[config.mk]
export PLATFORM = sky130hd
export DESIGN_NAME = flash_bank_output_state_tracker
export DESIGN_NICKNAME = d
export VERILOG_FILES = /design/src/design/bank_out_pkg.sv /design/src/design/bank_mode_slot.sv /design/src/design/flash_bank_output_state_tracker.sv
export VERILOG_INCLUDE_DIRS = /design/src /design/src/design
export SDC_FILE = /design/constraint.sdc
export NUM_CORES = 1
export LEC_CHECK = 0
export BUFFER_PORTS_ARGS = -buffer_cell sky130_fd_sc_hd__buf_2
export CAP_MARGIN = 10
export CORE_UTILIZATION = 25
export CTS_BUF_LIST = sky130_fd_sc_hd__clkbuf_8
export DETAILED_ROUTE_END_ITERATION = 6
export SLEW_MARGIN = 20
export SYNTH_ARGS = -nofsm -noshare
export SYNTH_HDL_FRONTEND = slang
export SYNTH_SLANG_ARGS = --single-unit
export TNS_END_PERCENT = 100
[constraint.sdc]
create_clock -name clk_sys -period 3.35 [get_ports clk_sys]
set_input_delay 0.5025 -clock clk_sys [delete_from_list [all_inputs] [get_ports clk_sys]]
set_output_delay 0.5025 -clock clk_sys [all_outputs]
set_load 0.01 [all_outputs]
[src/design/bank_out_defs.svh]
// Constants for the bank output state tracker: command codes and sizes.
// Assumes commands arrive as one-cycle write strobes on the clk_sys domain.
`ifndef BANK_OUT_DEFS_SVH
`define BANK_OUT_DEFS_SVH

// Bank count and address split
`define NUM_BANKS 16
`define BANK_BITS 4
`define BLOCK_BITS 7

// Command codes (low byte of the data bus)
`define CMD_READ_ARRAY 8'hFF
`define CMD_READ_STATUS 8'h70
`define CMD_CLEAR_STATUS 8'h50
`define CMD_READ_SIG 8'h90
`define CMD_READ_QUERY 8'h98
`define CMD_PROG_SETUP 8'h40
`define CMD_PROG_SETUP_ALT 8'h10
`define CMD_BUF_PROG 8'hE8
`define CMD_BEFW_SETUP 8'h80
`define CMD_ERASE_SETUP 8'h20
`define CMD_CONFIRM 8'hD0
`define CMD_SUSPEND 8'hB0
`define CMD_LOCK_SETUP 8'h60
`define CMD_OTP_SETUP 8'hC0
`define CMD_BLANK_SETUP 8'hBC
`define CMD_BLANK_CONFIRM 8'hCB
`define CMD_LOCK_CONFIRM 8'h01
`define CMD_LOCKDOWN_CONFIRM 8'h2F
`define CMD_SETCR_CONFIRM 8'h03

// Session end word for buffered factory writes
`define BEFW_EXIT_WORD 16'hFFFF

`endif

[src/design/bank_out_pkg.sv]
// Types for the bank output state tracker.
// Assumes nothing beyond the defs header.
`default_nettype none

package bank_out_pkg;
    // Data type a bank returns on reads
    typedef enum logic [1:0] {MODE_ARRAY, MODE_STATUS, MODE_SIG, MODE_QUERY} out_mode_t;

    // Front-end sequencing state
    typedef enum logic [2:0] {ST_READY, ST_LOCK_SETUP, ST_OTP_SETUP, ST_BLANK_SETUP,
                              ST_SETUP_2ND, ST_BEFW, ST_ILLEGAL} fe_state_t;

    // Command classes after decode
    typedef enum logic [2:0] {CL_OUT_ARRAY, CL_OUT_STATUS, CL_OUT_SIG, CL_OUT_QUERY,
                              CL_KEEP, CL_ILLEGAL} cmd_class_t;
endpackage : bank_out_pkg

`default_nettype wire

[src/design/bank_mode_slot.sv]
// One bank's output mode holder.
// Assumes the parent decides which mode and when to load it.
`include "bank_out_defs.svh"
`default_nettype none

module bank_mode_slot
    import bank_out_pkg::*;
(
    // Clock and reset
    input wire logic clk_sys,
    input wire logic rst_n,
    // Load request
    input wire logic load,
    input wire out_mode_t mode_in,
    // Held mode
    output out_mode_t mode_q
);
    // Held until the next load request for this bank
    always_ff @(posedge clk_sys or negedge rst_n)
    begin
        if (!rst_n)
            mode_q <= MODE_ARRAY;
        else if (load)
            mode_q <= mode_in;
    end
endmodule : bank_mode_slot

`default_nettype wire

[src/design/flash_bank_output_state_tracker.sv]
// Bank output state tracker of a banked flash command front end.
// Assumes one-cycle write strobes and reads synchronous to clk_sys.
// Contract
// Output mode applies only to addressed bank.
// Each bank picks array, status, signature, query.
// Bank mode held until next command there.
// Next state ignores bank output mode.
// 60h, C0h both cycles dropped when busy.
// FFFFh to other block ends factory write.
// Undefined codes are classed illegal.
// Other banks keep their output mode.
`include "bank_out_defs.svh"
`default_nettype none

module flash_bank_output_state_tracker
    import bank_out_pkg::*;
(
    // Clock and reset
    input wire logic clk_sys,
    input wire logic rst_n,
    // Command write
    input wire logic cmd_we,
    input wire logic [15:0] cmd_data,
    input wire logic [`BANK_BITS-1:0] cmd_bank,
    input wire logic [`BLOCK_BITS-1:0] cmd_block,
    // Controller status
    input wire logic pec_busy,
    // Read side
    input wire logic [`BANK_BITS-1:0] rd_bank,
    output out_mode_t rd_mode,
    // Front end visibility
    output fe_state_t fe_state,
    output logic illegal_q,
    output logic befw_active
);
    // Front end state register
    fe_state_t state_q;
    fe_state_t state_d;
    // Start block of a factory write session
    logic [`BLOCK_BITS-1:0] befw_block_q;
    // Decoded class and second-cycle drop flag
    cmd_class_t cls;
    logic drop_2nd_q;
    logic is_exit;
    logic mode_load;
    out_mode_t mode_new;
    out_mode_t mode_arr [`NUM_BANKS];
    out_mode_t rd_mode_q;

    // Factory write exit: all-ones word at a different block
    assign is_exit = (state_q == ST_BEFW) && (cmd_data == `BEFW_EXIT_WORD)
                     && (cmd_block != befw_block_q);

    // Classify the code; unknown codes in ready or illegal state fall to illegal
    always_comb
    begin
        cls = CL_KEEP;
        if (state_q == ST_BEFW)
            cls = is_exit ? CL_OUT_ARRAY : CL_KEEP;
        else if (state_q == ST_SETUP_2ND || state_q == ST_LOCK_SETUP
                 || state_q == ST_OTP_SETUP || state_q == ST_BLANK_SETUP)
            cls = CL_OUT_STATUS; // Second cycles report status
        else
            unique case (cmd_data[7:0])
                `CMD_READ_ARRAY: cls = CL_OUT_ARRAY;
                `CMD_READ_STATUS, `CMD_CLEAR_STATUS, `CMD_PROG_SETUP, `CMD_PROG_SETUP_ALT,
                `CMD_BUF_PROG, `CMD_BEFW_SETUP, `CMD_ERASE_SETUP, `CMD_CONFIRM, `CMD_SUSPEND,
                `CMD_BLANK_SETUP: cls = CL_OUT_STATUS;
                `CMD_LOCK_SETUP, `CMD_OTP_SETUP: cls = pec_busy ? CL_KEEP : CL_OUT_STATUS;
                `CMD_READ_SIG: cls = CL_OUT_SIG;
                `CMD_READ_QUERY: cls = CL_OUT_QUERY;
                default: cls = CL_ILLEGAL;
            endcase
    end

    // Next state from current state, code, busy flag and block, never the bank mode
    always_comb
    begin
        state_d = state_q;
        // A swallowed second cycle must not move the sequencer either
        if (cmd_we && !drop_2nd_q)
        begin
            unique case (state_q)
                ST_BEFW:
                    state_d = is_exit ? ST_READY : ST_BEFW;
                ST_LOCK_SETUP, ST_OTP_SETUP, ST_BLANK_SETUP, ST_SETUP_2ND:
                    state_d = ST_READY;
                ST_READY, ST_ILLEGAL:
                begin
                    state_d = ST_READY;
                    if (cls == CL_ILLEGAL)
                        state_d = ST_ILLEGAL;
                    else if (cmd_data[7:0] == `CMD_LOCK_SETUP && !pec_busy)
                        state_d = ST_LOCK_SETUP;
                    else if (cmd_data[7:0] == `CMD_OTP_SETUP && !pec_busy)
                        state_d = ST_OTP_SETUP;
                    else if (cmd_data[7:0] == `CMD_BLANK_SETUP)
                        state_d = ST_BLANK_SETUP;
                    else if (cmd_data[7:0] == `CMD_BEFW_SETUP)
                        state_d = ST_BEFW;
                    else if (cmd_data[7:0] == `CMD_PROG_SETUP || cmd_data[7:0] == `CMD_PROG_SETUP_ALT
                             || cmd_data[7:0] == `CMD_ERASE_SETUP || cmd_data[7:0] == `CMD_BUF_PROG)
                        state_d = ST_SETUP_2ND;
                end
                default: state_d = ST_READY; // Unused codes recover
            endcase
        end
    end

    // State register
    always_ff @(posedge clk_sys or negedge rst_n)
    begin
        if (!rst_n)
            state_q <= ST_READY;
        else
            state_q <= state_d;
    end

    // Second cycle of a dropped setup is swallowed too
    always_ff @(posedge clk_sys or negedge rst_n)
    begin
        if (!rst_n)
            drop_2nd_q <= 1'b0;
        else if (cmd_we)
            drop_2nd_q <= !drop_2nd_q && (state_q == ST_READY || state_q == ST_ILLEGAL) && pec_busy
                          && (cmd_data[7:0] == `CMD_LOCK_SETUP || cmd_data[7:0] == `CMD_OTP_SETUP);
    end

    // First block of a factory write session
    always_ff @(posedge clk_sys or negedge rst_n)
    begin
        if (!rst_n)
            befw_block_q <= '0;
        else if (cmd_we && state_q != ST_BEFW && state_d == ST_BEFW)
            befw_block_q <= cmd_block;
    end

    // Illegal flag follows the last command
    always_ff @(posedge clk_sys or negedge rst_n)
    begin
        if (!rst_n)
            illegal_q <= 1'b0;
        else if (cmd_we)
            illegal_q <= (cls == CL_ILLEGAL) && !drop_2nd_q;
    end

    // Mode to load; illegal and ignored writes leave output unchanged
    always_comb
    begin
        mode_new = MODE_ARRAY;
        mode_load = cmd_we && !drop_2nd_q && cls != CL_KEEP && cls != CL_ILLEGAL;
        unique case (cls)
            CL_OUT_STATUS: mode_new = MODE_STATUS;
            CL_OUT_SIG: mode_new = MODE_SIG;
            CL_OUT_QUERY: mode_new = MODE_QUERY;
            default: mode_new = MODE_ARRAY;
        endcase
    end

    // One slot per bank; only the addressed one loads
    genvar b;
    generate
        for (b = 0; b < `NUM_BANKS; b++)
        begin : g_bank
            // Bank index at the width of the bank address
            localparam logic [`BANK_BITS-1:0] bank_id = (`BANK_BITS)'(b);
            bank_mode_slot u_slot (
                .clk_sys(clk_sys),
                .rst_n(rst_n),
                .load(mode_load && cmd_bank == bank_id),
                .mode_in(mode_new),
                .mode_q(mode_arr[b])
            );
        end
    endgenerate

    // Registered read mode for the bank being read
    always_ff @(posedge clk_sys or negedge rst_n)
    begin
        if (!rst_n)
            rd_mode_q <= MODE_ARRAY;
        else
            rd_mode_q <= mode_arr[rd_bank];
    end

    assign rd_mode = rd_mode_q;
    assign fe_state = state_q;
    assign befw_active = (state_q == ST_BEFW);
endmodule : flash_bank_output_state_tracker

`default_nettype wire

==> reports/results.txt <==
# diodes = 0
Die X = 106 um
vias in the first global route = 2136
Multi-input gate area = 1450 um2
Top Family by Delay on Critical Path = simple AND/OR/NAND/NOR gates
Initial Utilization = 26.0%
Min Hold Slack = 0.198 ns
Filler Cell Count = 1083
# IOs = 42
DIE HEIGHT = 106 um
fmax = 376 MHz
worst hold path type = primary input to async pin
DR WL met3 = 311 um
Synthesized Nets = 268
crit-path max cell delay = 0.68 ns
most frequent cells in the layout = dfrtp_1 (46), buf_2 (40), o31ai_1 (22)
total gr overflow = 0
initial antenna violation count = 0
H-tree depth = 2
Synth cell types = 46
Post-Synthesis Cells = 233
highest metal used = met4
antenna viol nets, final = 0
Num CTS Buffers = 5
run status = completed
leakage power figure = 1.29 nW
TNS Setup = 0 ns
Cell Chain, Critical Path = buf_2 > or4_1 > nor4b_2 > nor4_1 > nor2b_4 > or4_1 > o31ai_1
cts-stage hold buffer count = 0
Layout area overhead = 17.3%
final period utilization = 79.5%
ys async rst share = 100%
Crit path depth = 7
CTS Root Cell = clkbuf_8
via count = 2066
layout cells sized above 1 = 33.5%
largest net degree at the start of global routing = 47
total wire length = 6.34 mm
crit path kind = primary input to flop
Critical Path Fanout Max = 15
Synth Flop Type = dfrtp_1
IO Port Bufs = 41
cells on worst reg2reg path = 6
commonest non-fill, non-tap cell in the layout = dfrtp_1
normalized max-slew margin = 60.2%
clock transition at the registers of the reported paths = 0.09 ns
placement row count = 37
first-pass GRT wire length = 11.0 mm
unrepaired setup endpoints after global routing = no
Final setup viols = 0
CTS tree = built
Post-synth EDFFs = 0
DRC = 0
NumNets Final = 303
CP Data Arrival Time = 2.86 ns
Pre-antenna DRT Iters = 4
post-cts sizing count = 0
FF/Latch Area = 1150 um2
average size of a mapped cell = 11.6 um2
synth warn = 0
Detailed Route Iter0 Violations = 90
via/cell ratio = 5.10
gr usage total = 12.3%
metal2 WL = 2.95 mm
Cell Area, Synth = 2700 um2
final count of hold timing violations = 0
total die area = 11200 um2
Tightest Pin Transition = 0.598 ns
VDD IR max = 0.000259 V
met1 WL = 3.04 mm
postcts setup bufs = 0
wire per inst = 15.6 um
CP Data Required Time = 3.55 ns
max-cap viol count = 0
post-synthesis sequential area ratio = 42.7%
slowest CP cell = or4_1
HPWL Detailed = 4.61 mm
clock buffer depth = 2
WP buf/inv = 1
Clock Sinks = 46
#FFs+latches synth = 46
Setup crit end kind = flop
max-slew violation count = 0
Power Density = 535 nW/um2
Tmin final = 2.66 ns
final core occ = 30.5%
Final Skew = 0.0140 ns
CP Launch Type = primary input
core footprint = 10400 um2
Placer Congestion = 0.845
CP dominant cell by count = or4_1
Clk Latency, worst-skew pair = 0.30 ns
==> report_power, final <==
| part | switching (mW) | total (mW) | internal [mW] |
|---|---|---|---|
| Clock | 0.192 | 0.491 | 0.299 |
| Combinational | 0.233 | 0.449 | 0.216 |
| Sequential | 0.0736 | 0.751 | 0.677 |
| Total | 0.499 | 1.69 | 1.19 |
==> cell type report <==
class | count | area share [%]
clock inverter | 3 | 2.18
tap | 136 | 5.38
sequential | 46 | 36.4
clock buffer | 5 | 2.18
multi-input combinational | 166 | 45.7
timing repair buffer | 46 | 7.76
inverter | 3 | 0.356
==> sequential cells by signal, indices dropped and copies added, names as in the netlist <==
signal                flops
befw_block_q              7
fe_state                  3
g_bank.u_slot.mode_q     32
illegal_q                 1
rd_mode                   2
drop_2nd_q                1
==> layer usage <==
metal | vias up | track usage (%)
li1 | 991 | -
met1 | 1012 | 17.7
met2 | 59 | 19.2
met3 | 4 | 2.60
met4 | 0 | 2.28
met5 | - | 0
==> final timing paths <==
kind	startpoint	endpoint	slack (ns)
setup / recovery	cmd_data[4]	g_bank[2].u_slot.mode_q[0]$_DFFE_PN0P_	0.69
hold / removal	rst_n	g_bank[0].u_slot.mode_q[1]$_DFFE_PN0P_	0.20
hold reg to reg	g_bank[15].u_slot.mode_q[1]$_DFFE_PN0P_	g_bank[15].u_slot.mode_q[1]$_DFFE_PN0P_	0.51
max in group asynchronous	rst_n	befw_block_q[0]$_DFFE_PN0P_	2.73
setup reg to reg	fe_state[2]$_DFF_PN0_	befw_block_q[5]$_DFFE_PN0P_	0.96
min in group clk_sys	cmd_block[4]	befw_block_q[4]$_DFFE_PN0P_	0.46
==> synth_stat cells (all sizes together), types with 5 or more instances <==
| master | n | share of area (%) |
|---|---|---|
| buf | 9 | 2.0 |
| o41ai | 10 | 3.2 |
| or4 | 8 | 2.6 |
| mux4 | 10 | 8.4 |
| clkbuf | 9 | 1.3 |
| nor2 | 6 | 0.84 |
| nor4 | 9 | 2.1 |
| xnor2 | 5 | 1.6 |
| o31ai | 22 | 6.1 |
| or3 | 11 | 2.6 |
| nand4 | 5 | 1.2 |
| dfrtp | 46 | 43 |
| nor3 | 6 | 1.1 |
| nand2 | 7 | 0.97 |
| mux2 | 24 | 10 |
| nand2b | 10 | 2.3 |
==> cells by family (layout without fill, tap and decap cells) <==
family                 after synthesis  in the layout  synth area share (%)
AND/OR/NAND/NOR                     74             74                  17.4
AO/OA/AOI/OAI                       49             49                  14.9
XOR/XNOR                             8              8                  2.60
flip-flops                          46             46                  42.7
multiplexers                        35             35                  18.7
buffers and inverters               21             57                  3.67
==> per-stage QoR <==
step	instance area [um2]	cells	setup slack [ns]	total power, mW
detailed placement	3020	397	0.419	1.21
floorplan	2700	233	0.544	1.06
finish	3160	405	0.687	1.69
global placement	3020	397	0.427	1.20
global route	3160	405	0.516	1.80
CTS	3160	405	0.713	1.71
Power figures use the tool's default switching activity.
